--- src/core/ssr_defs.svh ---
// Purpose: offsets, fields, reset values and timing counts of the supply supervisor
// Assumes: 100 MHz system clock, 32-bit AXI4-Lite register bus
// Notes: definitions only
`ifndef SSR_DEFS_SVH
`define SSR_DEFS_SVH
// register byte offsets
`define SSR_OFS_CTRL 8'h00
`define SSR_OFS_STATUS 8'h04
`define SSR_OFS_IRQ_STAT 8'h08
`define SSR_OFS_IRQ_CLR 8'h0c
`define SSR_OFS_IRQ_EN 8'h10
// control fields
`define SSR_CTRL_SLD_EN 0
`define SSR_CTRL_LVL_LSB 1
`define SSR_CTRL_LVL_MSB 3
`define SSR_CTRL_FALL_SEL 4
`define SSR_CTRL_RISE_SEL 5
`define SSR_CTRL_VREF_AUTO 6
// status fields
`define SSR_ST_SLD_BELOW 0
`define SSR_ST_BOR_LSB 1
`define SSR_ST_BOR_MSB 3
`define SSR_ST_BOR_OFF 4
`define SSR_ST_CORE_RUN 5
// interrupt bits
`define SSR_IRQ_FALL 0
`define SSR_IRQ_RISE 1
// reset values
`define SSR_CTRL_RST 7'h00
`define SSR_IRQ_EN_RST 2'h0
`define SSR_BOR_LVL_RST 3'h0
// widths and counts
`define SSR_BOR_LEVELS 5
`define SSR_SLD_LEVELS 7
`define SSR_TMR_W 19
`define SSR_CLK_MHZ 100
`define SSR_STARTUP_BOR_US 3300
`define SSR_STARTUP_NOBOR_US 1000
`define SSR_STARTUP_BOR_CYC (`SSR_STARTUP_BOR_US * `SSR_CLK_MHZ)
`define SSR_STARTUP_NOBOR_CYC (`SSR_STARTUP_NOBOR_US * `SSR_CLK_MHZ)
`endif

--- src/core/ssr_pkg.sv ---
// Purpose: types of the supply supervisor
// Assumes: nothing
// Notes: states are one-hot
package ssr_pkg;
    typedef enum logic [3:0] {
        SSR_HOLD = 4'b0001,
        SSR_LOAD = 4'b0010,
        SSR_START = 4'b0100,
        SSR_RUN = 4'b1000
    } ssr_state_t;
    typedef enum logic [2:0] {
        SSR_PM_RUN = 3'h0,
        SSR_PM_SLEEP = 3'h1,
        SSR_PM_LPRUN = 3'h2,
        SSR_PM_LPSLEEP = 3'h3,
        SSR_PM_STOP = 3'h4,
        SSR_PM_STANDBY = 3'h5
    } ssr_pmode_t;
endpackage

--- src/core/ssr_startup_timer.sv ---
// Purpose: one-shot start-up delay counter
// Assumes: start is a one-cycle pulse, len at least 1
// Notes: done pulses once, len cycles after start
`timescale 1ns/10ps
`default_nettype none
`include "ssr_defs.svh"
module ssr_startup_timer (
    // clock and reset
    input wire logic clk,
    input wire logic rst_n,
    // control
    input wire logic start,
    input wire logic abort,
    input wire logic [`SSR_TMR_W-1:0] len,
    output logic done
);
    logic [`SSR_TMR_W-1:0] cnt_q;
    logic busy_q;
    // countdown, restart on start
    always_ff @(posedge clk or negedge rst_n) begin
        if (!rst_n) begin
            cnt_q <= '0;
            busy_q <= 1'b0;
            done <= 1'b0;
        end else begin
            done <= 1'b0;
            if (start) begin
                cnt_q <= len - `SSR_TMR_W'(1);
                busy_q <= 1'b1;
            end else if (abort) begin
                busy_q <= 1'b0;
            end else if (busy_q) begin
                if (cnt_q == '0) begin
                    busy_q <= 1'b0;
                    done <= 1'b1;
                end else begin
                    cnt_q <= cnt_q - `SSR_TMR_W'(1);
                end
            end
        end
    end
endmodule
`default_nettype wire

--- src/core/ssr_supervisor.sv ---
// Purpose: supply supervision, reset sequencing, level detector and regulator select
// Assumes: comparator and option inputs synchronous to CLK
// Notes: registers over AXI4-Lite; one level interrupt
// Overview of operation
// - Core reset stays asserted while the supply is below the power-on or brownout level.
// - Reaching the power-on level starts an option load that confirms, moves or disables brownout.
// - Five brownout levels are selectable through the loaded options.
// - Once disabled by options, brownout stays off until the next hold reloads it from BOR_AT_POWERUP; until then only power-on/down governs reset.
// - A control register bit turns the internal voltage reference off automatically in Stop mode.
// - Start-up lasts 3.3 ms with brownout active at power-up, else 1 ms.
// - The level detector compares the supply against one of seven software levels.
// - The detector can interrupt on falling below, rising above, or both.
// - Run mode selects the main regulator.
// - Low-power run, low-power sleep and Stop select the low-power regulator.
// - Standby powers the regulator down, output high impedance, core unpowered.
// - Standby entry loses core state; only the standby domain keeps its contents.
`timescale 1ns/10ps
`default_nettype none
`include "ssr_defs.svh"
module ssr_supervisor #(
    parameter int unsigned STARTUP_BOR_CYC = `SSR_STARTUP_BOR_CYC,
    parameter int unsigned STARTUP_NOBOR_CYC = `SSR_STARTUP_NOBOR_CYC
) (
    // clock and reset
    input wire logic CLK,
    input wire logic ARST_N,
    // analog comparators, high while supply is above the level
    input wire logic VDD_ABOVE_POR,
    input wire logic [`SSR_BOR_LEVELS-1:0] BOR_CMP,
    input wire logic [`SSR_SLD_LEVELS-1:0] SLD_CMP,
    input wire logic BOR_AT_POWERUP,
    // option loader
    output logic OPT_LOAD_REQ,
    input wire logic OPT_LOAD_DONE,
    input wire logic [2:0] OPT_BOR_LEVEL,
    // power mode and regulator
    input wire ssr_pkg::ssr_pmode_t PWR_MODE,
    output logic REG_MAIN,
    output logic REG_LOWPWR,
    output logic REG_OFF,
    output logic CORE_PWR_EN,
    output logic VREF_EN,
    output logic CORE_RST_N,
    output logic IRQ,
    // axi4-lite slave
    input wire logic [7:0] AWADDR,
    input wire logic AWVALID,
    output logic AWREADY,
    input wire logic [31:0] WDATA,
    input wire logic [3:0] WSTRB,
    input wire logic WVALID,
    output logic WREADY,
    output logic [1:0] BRESP,
    output logic BVALID,
    input wire logic BREADY,
    input wire logic [7:0] ARADDR,
    input wire logic ARVALID,
    output logic ARREADY,
    output logic [31:0] RDATA,
    output logic [1:0] RRESP,
    output logic RVALID,
    input wire logic RREADY
);
    import ssr_pkg::*;

    logic [1:0] rst_sync_q;
    logic rst_n;
    ssr_state_t state_q;
    logic bor_strap_q, bor_off_q;
    logic [2:0] bor_lvl_q;
    logic [6:0] ctrl_q;
    logic [1:0] irq_stat_q, irq_en_q;
    logic sld_armed_q, sld_below_q;
    logic aw_got_q, w_got_q;
    logic [7:0] awaddr_q;
    logic [31:0] wdata_q;
    logic [3:0] wstrb_q;
    logic do_wr, standby, supply_ok, bor_ok, sld_below, fall_ev, rise_ev;
    logic tmr_start, tmr_done;
    logic [`SSR_TMR_W-1:0] tmr_len;

    // picks one comparator bit, clamping the index
    function automatic logic pick(input logic [6:0] cmp, input logic [2:0] idx,
                                  input logic [2:0] top);
        pick = (idx > top) ? cmp[top] : cmp[idx];
    endfunction

    // reset release through two flops
    always_ff @(posedge CLK or negedge ARST_N) begin
        if (!ARST_N) begin
            rst_sync_q <= 2'b00;
        end else begin
            rst_sync_q <= {rst_sync_q[0], 1'b1};
        end
    end
    assign rst_n = rst_sync_q[1];

    assign standby = (PWR_MODE == SSR_PM_STANDBY);
    assign bor_ok = pick({2'b00, BOR_CMP}, bor_lvl_q, 3'(`SSR_BOR_LEVELS - 1));
    assign supply_ok = VDD_ABOVE_POR && (bor_off_q || bor_ok);
    assign tmr_len = bor_strap_q ? `SSR_TMR_W'(STARTUP_BOR_CYC) : `SSR_TMR_W'(STARTUP_NOBOR_CYC);
    assign tmr_start = (state_q == SSR_LOAD) && supply_ok && OPT_LOAD_DONE;

    // reset sequencer
    always_ff @(posedge CLK or negedge rst_n) begin
        if (!rst_n) begin
            state_q <= SSR_HOLD;
        end else begin
            case (state_q)
                SSR_HOLD: state_q <= (VDD_ABOVE_POR && !standby) ? SSR_LOAD : SSR_HOLD;
                SSR_LOAD: begin
                    if (!supply_ok || standby) begin
                        state_q <= SSR_HOLD;
                    end else if (OPT_LOAD_DONE) begin
                        state_q <= SSR_START;
                    end
                end
                SSR_START: begin
                    if (!supply_ok || standby) begin
                        state_q <= SSR_HOLD;
                    end else if (tmr_done) begin
                        state_q <= SSR_RUN;
                    end
                end
                SSR_RUN: state_q <= (!supply_ok || standby) ? SSR_HOLD : SSR_RUN;
                default: state_q <= SSR_HOLD;
            endcase
        end
    end

    ssr_startup_timer u_timer (
        .clk(CLK),
        .rst_n(rst_n),
        .start(tmr_start),
        .abort(state_q != SSR_START),
        .len(tmr_len),
        .done(tmr_done)
    );

    // brownout options, strap caught while held
    always_ff @(posedge CLK or negedge rst_n) begin
        if (!rst_n) begin
            bor_strap_q <= 1'b0;
            bor_off_q <= 1'b1;
            bor_lvl_q <= `SSR_BOR_LVL_RST;
        end else if (state_q == SSR_HOLD) begin
            bor_strap_q <= BOR_AT_POWERUP;
            bor_off_q <= !BOR_AT_POWERUP;
            bor_lvl_q <= `SSR_BOR_LVL_RST;
        end else if (tmr_start) begin
            bor_off_q <= (OPT_BOR_LEVEL >= 3'(`SSR_BOR_LEVELS));
            bor_lvl_q <= OPT_BOR_LEVEL;
        end
    end

    assign CORE_RST_N = (state_q == SSR_RUN);
    assign OPT_LOAD_REQ = (state_q == SSR_LOAD);

    // main regulator in run and sleep
    always_comb begin
        REG_MAIN = (PWR_MODE == SSR_PM_RUN) || (PWR_MODE == SSR_PM_SLEEP);
        REG_LOWPWR = (PWR_MODE == SSR_PM_LPRUN) || (PWR_MODE == SSR_PM_LPSLEEP) ||
                     (PWR_MODE == SSR_PM_STOP);
        REG_OFF = standby;
        CORE_PWR_EN = !standby;
        VREF_EN = !standby && !((PWR_MODE == SSR_PM_STOP) && ctrl_q[`SSR_CTRL_VREF_AUTO]);
    end

    assign sld_below = !pick(SLD_CMP, ctrl_q[`SSR_CTRL_LVL_MSB:`SSR_CTRL_LVL_LSB],
                             3'(`SSR_SLD_LEVELS - 1));
    assign fall_ev = sld_armed_q && sld_below && !sld_below_q;
    assign rise_ev = sld_armed_q && !sld_below && sld_below_q;

    // detector history, armed one cycle after enable
    always_ff @(posedge CLK or negedge rst_n) begin
        if (!rst_n) begin
            sld_armed_q <= 1'b0;
            sld_below_q <= 1'b0;
        end else begin
            sld_armed_q <= ctrl_q[`SSR_CTRL_SLD_EN] && !standby;
            sld_below_q <= sld_below;
        end
    end

    // write channel capture and commit
    assign AWREADY = !aw_got_q && !BVALID;
    assign WREADY = !w_got_q && !BVALID;
    assign do_wr = aw_got_q && w_got_q && !BVALID;
    always_ff @(posedge CLK or negedge rst_n) begin
        if (!rst_n) begin
            aw_got_q <= 1'b0;
            w_got_q <= 1'b0;
            awaddr_q <= '0;
            wdata_q <= '0;
            wstrb_q <= '0;
            BVALID <= 1'b0;
            BRESP <= 2'b00;
        end else begin
            if (AWVALID && AWREADY) begin
                aw_got_q <= 1'b1;
                awaddr_q <= AWADDR;
            end
            if (WVALID && WREADY) begin
                w_got_q <= 1'b1;
                wdata_q <= WDATA;
                wstrb_q <= WSTRB;
            end
            if (do_wr) begin
                aw_got_q <= 1'b0;
                w_got_q <= 1'b0;
                BVALID <= 1'b1;
                BRESP <= (awaddr_q > `SSR_OFS_IRQ_EN || awaddr_q[1:0] != 2'b00) ? 2'b11 : 2'b00;
            end else if (BVALID && BREADY) begin
                BVALID <= 1'b0;
            end
        end
    end

    // control and enable registers, cleared in standby
    always_ff @(posedge CLK or negedge rst_n) begin
        if (!rst_n) begin
            ctrl_q <= `SSR_CTRL_RST;
            irq_en_q <= `SSR_IRQ_EN_RST;
        end else if (standby) begin
            ctrl_q <= `SSR_CTRL_RST;
            irq_en_q <= `SSR_IRQ_EN_RST;
        end else if (do_wr && wstrb_q[0]) begin
            if (awaddr_q == `SSR_OFS_CTRL) begin
                ctrl_q <= wdata_q[6:0];
            end
            if (awaddr_q == `SSR_OFS_IRQ_EN) begin
                irq_en_q <= wdata_q[1:0];
            end
        end
    end

    // sticky detector events, set beats clear
    always_ff @(posedge CLK or negedge rst_n) begin
        if (!rst_n) begin
            irq_stat_q <= 2'b00;
        end else if (standby) begin
            irq_stat_q <= 2'b00;
        end else begin
            irq_stat_q <= (irq_stat_q & ~((do_wr && wstrb_q[0] &&
                          awaddr_q == `SSR_OFS_IRQ_CLR) ? wdata_q[1:0] : 2'b00))
                          | {rise_ev && ctrl_q[`SSR_CTRL_RISE_SEL],
                             fall_ev && ctrl_q[`SSR_CTRL_FALL_SEL]};
        end
    end
    assign IRQ = |(irq_stat_q & irq_en_q);

    // read channel, one cycle answer
    assign ARREADY = !RVALID;
    always_ff @(posedge CLK or negedge rst_n) begin
        if (!rst_n) begin
            RVALID <= 1'b0;
            RDATA <= '0;
            RRESP <= 2'b00;
        end else if (ARVALID && ARREADY) begin
            RVALID <= 1'b1;
            RRESP <= 2'b00;
            RDATA <= '0;
            case (ARADDR)
                `SSR_OFS_CTRL: RDATA <= {25'h0, ctrl_q};
                `SSR_OFS_STATUS: RDATA <= {26'h0, CORE_RST_N, bor_off_q, bor_lvl_q,
                                           sld_armed_q && sld_below};
                `SSR_OFS_IRQ_STAT: RDATA <= {30'h0, irq_stat_q};
                `SSR_OFS_IRQ_CLR: RDATA <= '0;
                `SSR_OFS_IRQ_EN: RDATA <= {30'h0, irq_en_q};
                default: RRESP <= 2'b11;
            endcase
        end else if (RVALID && RREADY) begin
            RVALID <= 1'b0;
        end
    end
endmodule
`default_nettype wire

--- config.mk ---
export PLATFORM = sky130hd
export DESIGN_NAME = ssr_supervisor
export DESIGN_NICKNAME = d
export VERILOG_FILES = /design/src/core/ssr_pkg.sv /design/src/core/ssr_startup_timer.sv /design/src/core/ssr_supervisor.sv
export VERILOG_INCLUDE_DIRS = /design/src /design/src/core
export SDC_FILE = /design/constraint.sdc
export NUM_CORES = 1
export LEC_CHECK = 0
export BUFFER_PORTS_ARGS = -buffer_cell sky130_fd_sc_hd__buf_2
export CELL_PAD_IN_SITES_DETAIL_PLACEMENT = 1
export CELL_PAD_IN_SITES_GLOBAL_PLACEMENT = 1
export CORE_ASPECT_RATIO = 0.9
export CORE_MARGIN = 2
export CORE_UTILIZATION = 38
export CTS_CLUSTER_DIAMETER = 120
export DETAILED_ROUTE_END_ITERATION = 6
export PLACE_DENSITY_LB_ADDON = 0.1
export SLEW_MARGIN = 20
export SYNTH_ARGS = -nofsm -noshare
export SYNTH_HDL_FRONTEND = slang
export SYNTH_SLANG_ARGS = --single-unit
--- constraint.sdc ---
create_clock -name CLK -period 2.6 [get_ports CLK]
set_input_delay 0.26 -clock CLK [delete_from_list [all_inputs] [get_ports CLK]]
set_output_delay 0.26 -clock CLK [all_outputs]
set_load 0.005 [all_outputs]
Word level (Yosys, flattened, before mapping)
Index checks and enable logic that the tools add are counted.
{"block": "op_classes", "add_sub_neg": 2, "order_cmp": 6, "n_eq_ne": 20, "n_mux": 49, "n_bitwise": 4, "n_reduce_logical": 60}
{"operator": "$mux 19", "count": 5}
{"operator": "$sub 19x1->19 const B", "count": 2}
{"operator": "$pmux 7 s4", "count": 1}
{"operator": "$eq 8x4->1 const B", "count": 3}
{"operator": "$logic_and 1x1->1", "count": 24}
{"operator": "$mux 1", "count": 22}
{"operator": "$mux 7", "count": 3}
{"operator": "$mux 4", "count": 5}
{"operator": "$reduce_bool 2->1", "count": 10}
{"operator": "$logic_not 19->1", "count": 1}
{"operator": "$eq 8x5->1 const B", "count": 2}
{"operator": "$logic_not 8->1", "count": 2}
{"operator": "$mux 2", "count": 8}
{"operator": "$pmux 4 s4", "count": 1}
{"operator": "$logic_not 1->1", "count": 10}
{"operator": "$eq 8x3->1 const B", "count": 1}
{"operator": "$gt 8x5->1 const B", "count": 1}
{"operator": "$lt 3x4->1 const B", "count": 2}
{"operator": "$bmux 1 s3", "count": 2}
{"operator": "$eq 3x2->1 const B", "count": 2}
{"operator": "$eq 3x3->1 const B", "count": 2}
{"operator": "$gt 3x3->1 const B", "count": 2}
{"operator": "$logic_or 1x1->1", "count": 6}
{"operator": "$mux 3", "count": 2}
{"operator": "18 further kinds", "count": 22}
{"block": "totals", "regBits": 101, "elab_cells": 164}

Depth between registers and ports, before layout
Gate-level depths: netlist of run 1.
{"block": "depth", "ltp_word": 9, "depth_mapped": 13, "ltp_nobuf": 12}

Hierarchy
A second synthesis of run 1 with hierarchy kept.
{"block": "unflattened", "hier_cells": 443, "hier_area_um2": 4416.7}
{"module": "ssr_supervisor", "n_inst": 1, "cells_each": 252, "area_per_inst_um2": 2736.4, "seq_area_each_um2": 1328.8}
{"module": "ssr_startup_timer", "n_inst": 1, "cells_each": 191, "area_per_inst_um2": 1680.4, "seq_area_each_um2": 525.5}

Least setup slack after synthesis of run 1
No wires, ideal clock.
{"block": "synth_timing", "path_type": "register to register", "startpoint": "register bor_lvl_q[0]", "endpoint": "register u_timer.cnt_q[16]", "setup_ps": 134, "arrival_ps": 2738, "slack_ps": -272, "stages_incl_launch_ff": 12, "path_buffers": 1, "path_cell_list": "dfrtp_1 mux4_2 a21oi_2 or3_1 clkbuf_1 nand2_1 ha_1 nor3b_1 nand4_1 a2111oi_1 xnor2_1 nand2_1"}
{"block": "synth_between", "elab_chain_len": 9, "word_cells_on_any_way": 13, "cone_classes": "1 x order compare; 2 x eq/ne; 4 x mux; 6 x reduce/logical"}
{"element": "from (decl)", "line_no": "ssr_supervisor.sv:70", "rtl": "logic [2:0] bor_lvl_q;"}
{"element": "from (signal assigned)", "line_no": "ssr_supervisor.sv:145", "rtl": "bor_lvl_q <= `SSR_BOR_LVL_RST;"}
{"element": "from (signal assigned)", "line_no": "ssr_supervisor.sv:149", "rtl": "bor_lvl_q <= `SSR_BOR_LVL_RST;"}
{"element": "$bmux 1 s3", "line_no": "ssr_supervisor.sv:85", "rtl": "pick = (idx > top) ? cmp[top] : cmp[idx];"}
{"element": "$mux 1 (not written as such)", "line_no": "ssr_supervisor.sv:85"}
{"element": "$mux 1 (*)", "line_no": "ssr_supervisor.sv:85"}
{"element": "$logic_or 1x1->1 (*)", "line_no": "ssr_supervisor.sv:100", "rtl": "assign supply_ok = VDD_ABOVE_POR && (bor_off_q || bor_ok);"}
{"element": "$logic_and 1x1->1 (*)", "line_no": "ssr_supervisor.sv:100"}
{"element": "$logic_and 1x1->1 (*) (2 in a row)", "line_no": "ssr_supervisor.sv:102", "rtl": "assign tmr_start = (state_q == SSR_LOAD) && supply_ok && OPT_LOAD_DONE;"}
{"element": "$ne 2x2->1 (no source line) or $reduce_bool 2->1 (tied branches)"}
{"element": "$reduce_and 3->1 (no source line)"}
{"element": "to (signal assigned)", "line_no": "ssr_startup_timer.sv:28", "rtl": "cnt_q <= len - `SSR_TMR_W'(1);"}
{"element": "to (signal assigned)", "line_no": "ssr_startup_timer.sv:37", "rtl": "cnt_q <= cnt_q - `SSR_TMR_W'(1);"}
{"element": "to (decl)", "line_no": "ssr_startup_timer.sv:17", "rtl": "logic [`SSR_TMR_W-1:0] cnt_q;"}
Every way passes the cells marked *; elsewhere a longest branch is shown, timed or not. The select of a mux whose other input is x is not followed.
A chain may end at the register's enable or synchronous reset.

Worst setup path in the final report of run 1
{"block": "layout_timing", "startpoint": "register bor_lvl_q[0]", "endpoint": "register u_timer.cnt_q[8]"}
Same word-level chain as after synthesis.

==> run metrics, run 1 <==
Pint ~0.0023 W; clk root buf clkbuf_8; Worst-Skew Late Latency ~0.36 ns; final design utilization 48.36%; Syn-to-layout area delta 23.93%; RSZ-0062 raised after global routing true; Pwr Density 718.6 nW/um^2; share of post-route cells with drive strength above 1 between 30% and 40%; H-tree depth 3; Max Clock Freq about 380 MHz; EDFF count, synth 0; vias after detailed routing around 3000; crit path time final about 2.6 ns; Clock Pin Slew Worst Setup and Hold Paths 0.08 ns; drt wl/cell around 16 um; area of the die 10780 um^2; die width between 100 and 150 um; fin crit share 100.5%; Max-slew headroom a little over half; final wirelength just over 9000 um; Sw Share a little under a third; register area share after synthesis roughly 49%; diode count 0; core box area approximately 9700 um^2; TritonCTS buffer count 9; nets ~550; Via-to-Cell Ratio 5.029; first-pass GRT wire length roughly 15000 um; dominant synthesized flop cell dfrtp_1; Crit path arrival time around 2.9 ns; hold_ws about 0.076 ns; Initial Util just under 40%; leading cell type in the layout, fill and taps excluded buf_2; failing checks negative setup slack; outcome complete, but fails checks; number of global-route vias before repair about 3000; overall routing resource usage between 10% and 20%; largest net degree at the start of global routing 60; yosys warns 0; Gate Count Post-Synth approximately 360; post-synth cell types 53; port bufs 75; initial antenna violation count 0; cell area after synthesis around 3800 um^2; First-pass DRT Iterations 6; Post-Syn Area per Cell 10.54 um^2; DRT antenna net count 0; Die Y roughly 100 um; Seq. cell area between 1500 and 2000 um^2; flops & latches, synth 74; CTS tree yes; register share of total power 51.6%; maximum clock path buffer count 2; GPL Wtd Cong about 0.76; max_cap viols 0; placed wire-length estimate 6898 um; fill count approximately 1100; Setup Viol. Count Final 1; reg2reg path depth 10; Psw between 0.001 and 0.0015 W; hold path cells 2; CP Capture Type register; overall power between 0.003 and 0.004 W; Worst EP required between 2 and 3 ns; FP Rows 34; CP Max Fanout 5; final slew viol count 0; Final Skew 0.01240 ns; final hold viol count 0; DR iter-0 viols 100; most frequent cells in the layout buf_2 (75), dfrtp_1 (71), nand2_1 (31), buf_4 (30), conb_1 (26); crit start category register; Worst-Margin Slew 0.6772 ns; footprint of the multi-input gates between 1500 and 2000 um^2; grt total ovfl 0; Ports between 100 and 150; clock power share between 20% and 30%; DRC errors left 0; Worst Slack Setup Final -0.01331 ns; min-delay worst type primary input to register; Worst Path Class, Setup register to register; cell leakage power 2.089 nW; Sink Count between 70 and 80; Peak VDD IR a little over 0.4 mV; Logic pwr share between 20 and 25%; Post-synth ARST share 100.0%
[cell type report]
cell class / count / share of cell area, %
clock buffers: 13 / 2.961
clock inverters: 3 / 0.9069
repair buffers: 107 / 13.44
inverters: 9 / 0.7202
well taps: 126 / 3.361
flip-flops and latches: 74 / 39.56
multi-input cells: 264 / 39.05
[per-stage QoR]
step | std cells | area, um^2 | setup TNS (ns) | worst slack [ns]
after floorplan | 383 | 3925 | 0 | 0.005301
after global placement | 576 | 4414 | -0.2562 | -0.09714
after detailed placement | 576 | 4414 | -0.3620 | -0.1612
after CTS | 594 | 4633 | -0.01474 | -0.01474
after global routing | 596 | 4691 | -0.4964 | -0.1629
final | 596 | 4691 | -0.01331 | -0.01331
[path summary, 6_finish.rpt]
| check | slack, ns | startpoint | endpoint |
|---|---|---|---|
| max | -0.01 | bor_lvl_q[0] | u_timer.cnt_q[8] |
| min | 0.08 | BREADY | BVALID |
| max reg2reg | -0.01 | bor_lvl_q[0] | u_timer.cnt_q[8] |
| min reg2reg | 0.16 | rst_sync_q[1] | awaddr_q[6] |
| max in group asynchronous | 1.77 | rst_sync_q[1] | state_q[0] |
| min in group asynchronous | 0.16 | rst_sync_q[1] | awaddr_q[6] |
[sequential cells by signal, summed over array words and instances, names as in the netlist, 2 cells and up]
register	count
irq_stat_q	2
RDATA	7
ctrl_q	7
rst_sync_q	2
irq_en_q	2
bor_lvl_q	3
u_timer.cnt_q	19
awaddr_q	8
wdata_q	7
state_q	4
[what timing repair did]
| action | CTS | global route |
|---|---|---|
| hold buffers | 1 | 0 |
| endpoints found under the setup margin | 5 | 7 |
| setup buffers | 1 | 2 |
| gates resized for setup | 4 | 9 |
| hold endpoints to repair | 2 | 0 |
| pin swaps | 1 | 11 |
[cells by family (layout without fill, tap and decap cells)]
| logic type | after synthesis | after routing | share of synthesized area [%] |
|---|---|---|---|
| adder cells (fa/ha/maj) | 1 | 1 | 0.3305 |
| buffers and inverters | 45 | 132 | 7.702 |
| AND/OR/NAND/NOR | 126 | 126 | 18.71 |
| multiplexers | 36 | 36 | 10.78 |
| flip-flops | 74 | 74 | 48.99 |
| XOR/XNOR | 11 | 11 | 2.545 |
| AO/OA/AOI/OAI | 64 | 64 | 10.74 |
| other | 2 | 26 | 0.1984 |
[synth_stat cells (all sizes together), types with 7 or more instances]
cell / instances / area (um^2)
a21oi: 18 / 93.84
clkbuf: 7 / 36.28
nand3: 11 / 55.05
nor2: 22 / 82.58
nand2: 34 / 127.6
nor3: 8 / 40.04
dfrtp: 72 / 1802
inv: 9 / 33.78
mux2: 18 / 202.7
or3: 9 / 62.56
buf: 29 / 221.5
o21ai: 20 / 100.1
xnor2: 11 / 96.34
nor4: 9 / 68.81
mux2i: 16 / 160.2
[critical path, stage by stage (launching register included)]
cell and delay (ns):
dfrtp_1 0.40, mux4_2 0.38, a21oi_4 0.06, or3_4 0.38, nand2_4 0.10, ha_4 0.14
nor4bb_4 0.20, nand3_1 0.12, a21o_1 0.24, or3_1 0.33, a31oi_1 0.18
[layer usage]
metal,vias to the layer above,GRT usage (%),wire length (um)
met5,-,0,0
met4,0,5.550,130
met3,11,4.034,502
met2,79,27.42,4138
met1,1462,25.58,4578
li1,1445,-,-
[power groups by stage]
stage          clock, W  sequential (W)  combinational (W)
2_1_floorplan         0         0.00168           0.000559
3_3_place_gp          0         0.00173           0.000719
3_5_place_dp          0         0.00175           0.000748
4_1_cts        0.000909         0.00174           0.000755
5_1_grt        0.000954         0.00180           0.000842
6_report       0.000881         0.00174           0.000749
Note: power is estimated with default switching activity, not from simulation.
==> run 2: changes to the inputs <==
--- a/config.mk
+++ b/config.mk
@@ -14,6 +14,7 @@
 export CORE_UTILIZATION = 38
 export CTS_CLUSTER_DIAMETER = 120
 export DETAILED_ROUTE_END_ITERATION = 6
+export HOLD_SLACK_MARGIN = 0.15
 export PLACE_DENSITY_LB_ADDON = 0.1
 export SLEW_MARGIN = 20
 export SYNTH_ARGS = -nofsm -noshare
==> run 2 against run 1 <==
The flow still finishes with violations (negative setup slack). Via count is 2.7% higher. Routed wire length is 3.2% higher. Sequential share of layout area is 1.8 points lower. Combinational power is 3.6% higher. Non-clock buffer count is 22 higher. Clock power hardly changed. Largest cell class unchanged. Largest power group unchanged.
==> run metrics, run 2 (synthesis gave the netlist of run 1 again) <==
RSZ-0062 raised after global routing true; Worst Path Class, Setup register to register; core box area 9699 um^2; share of post-route cells with drive strength above 1 between 30% and 40%; First-pass DRT Iterations 4; Finished Layout Cells 618; fill count between 1000 and 1500; Sink Count between 70 and 80; min-delay worst type register to async pin; CP Max Fanout 5; cell leakage power roughly 2.2 nW; FP Rows 34; clk root buf clkbuf_8; final hold viol count 0; Syn-to-layout area delta 29.75%; Final Skew 0.01222 ns; CTS tree yes; diode count 0; Peak VDD IR 0.4419 mV; max_cap viols 0; placed wire-length estimate between 6000 and 7000 um; slowest cell delay on critical path 0.40 ns; most frequent cells in the layout buf_2 (75), dfrtp_1 (71), nand2_1 (31), buf_4 (30), conb_1 (26); Initial Util roughly two fifths; GPL Wtd Cong between 0.7 and 0.8; number of global-route vias before repair ~3100; crit start category register; Worst EP required 2.87 ns; die width 109.2 um; largest net degree at the start of global routing 60; worst-path cell chain mux4_2 -> a21oi_4 -> or3_4 -> nand2_4 -> ha_4 -> nor4bb_4 -> nand3_1 -> a21o_1 -> or3_1 -> a31oi_1; Sw Share 31.70%; fin crit share 100.5%; initial antenna violation count 0; final wirelength between 9000 and 10000 um; area of the die approximately 11000 um^2; TritonCTS buffer count 9; register share of total power around half; Pint 0.002323 W; failing checks negative setup slack; crit path time final 2.612 ns; Setup Viol. Count Final 1; placed insts about 580; Max Clock Freq between 300 and 400 MHz; CP Launch Point bor_lvl_q[0]; overall routing resource usage a little under a fifth; outcome complete, but fails checks; leading cell type in the layout, fill and taps excluded buf_2; Psw about 0.0011 W; Via-to-Cell Ratio about 5; hold_ws about 0.16 ns; clock power share about a quarter; Die Y 98.68 um; dpl cell area about 4400 um^2; Max-slew headroom a little over half; grt total ovfl 0; DRC errors left 0; first-pass GRT wire length between 15000 and 20000 um; vias after detailed routing approximately 3000; Clock Pin Slew Worst Setup and Hold Paths around 0.08 ns; post-route cell area between 4000 and 5000 um^2; drt wl/cell approximately 16 um; Ports between 100 and 150; final slew viol count 0; Logic pwr share a little under a quarter; DRT antenna net count 0; Worst-Margin Slew about 0.67 ns; DR iter-0 viols 95; max FFs per register 19; Pwr Density 692.5 nW/um^2; worst r2r src bor_lvl_q[0]; Worst-Skew Late Latency about 0.35 ns; Critical Path Slowest Stage Cell dfrtp_1; Crit path arrival time between 2 and 3 ns; largest register by flop count u_timer.cnt_q; CP Capture Type register; Largest regs u_timer.cnt_q x19, awaddr_q x8; H-tree depth 3; maximum clock path buffer count 2; Worst Slack Setup Final -0.01237 ns; nets between 500 and 600; port bufs 75
run 2: cell types whose count changed in the layout (fill, tap and decap cells not counted):
cell and delta:
dlygate4sd3_1 +22
run 2: through the flow:
step	setup WS, ns	utilization [%]	setup TNS (ns)	total power, W
3_5_place_dp	-0.1612	45.51	-0.3620	0.002500
3_3_place_gp	-0.09714	45.51	-0.2562	0.002454
6_report	-0.01237	50.63	-0.01237	0.003401
2_1_floorplan	0.005301	-	0	0.002242
4_1_cts	-0.01474	50.04	-0.01474	0.003429
5_1_grt	-0.1588	50.63	-0.4722	0.003624
run 2: area by class of cell:
cell class                 instances  area [um^2]  area share, %
tap                              126        157.7          3.210
sequential                        74         1856          37.78
clock inverter                     3        42.54         0.8662
multi-input combinational        264         1832          37.30
timing repair buffer             129        850.8          17.32
clock buffer                      13        138.9          2.828
inverter                           9        33.78         0.6879
run 2: power groups by stage:
stage          logic (W)  registers [W]  clock network (W)
6_report        0.000776        0.00174           0.000882
5_1_grt         0.000872        0.00180           0.000954
4_1_cts         0.000780        0.00174           0.000909
3_5_place_dp    0.000748        0.00175                  0
3_3_place_gp    0.000719        0.00173                  0
2_1_floorplan   0.000559        0.00168                  0
run 2: what timing repair did:
action                     in CTS  in global routing
setup endpoints to repair       5                  7
gates resized for setup         4                  9
setup buffers                   1                  2
hold endpoints to repair       24                  0
pin swaps                       1                 11
hold buffers                   23                  0
run 2: path summary, 6_finish.rpt:
check	endpoint	cells past startpoint	slack [ns]
setup / recovery	u_timer.cnt_q[8]	10	-0.01
hold / removal	awaddr_q[6]	0	0.16
setup reg to reg	u_timer.cnt_q[8]	10	-0.01
hold reg to reg	awaddr_q[6]	0	0.16
max in group asynchronous	state_q[0]	1	1.77
min in group CLK	bor_strap_q	2	0.19
run 2: worst max-delay path: cells and delay by family, from the launching register on:
family / cells / cell delay, ns
DFF: 1 / 0.40
AOI/OAI and AO/OA: 3 / 0.49
adders and majority gates: 1 / 0.13
and+or+nand+nor: 5 / 1.12
muxes: 1 / 0.38
run 2: layer usage:
| layer | track usage (%) | routed length, um | up-vias |
|---|---|---|---|
| met2 | 29.14 | 4324 | 85 |
| met5 | 0 | 0 | - |
| met4 | 6.037 | 149 | 0 |
| met1 | 25.70 | 4643 | 1487 |
| met3 | 4.167 | 529 | 15 |
| li1 | - | - | 1490 |
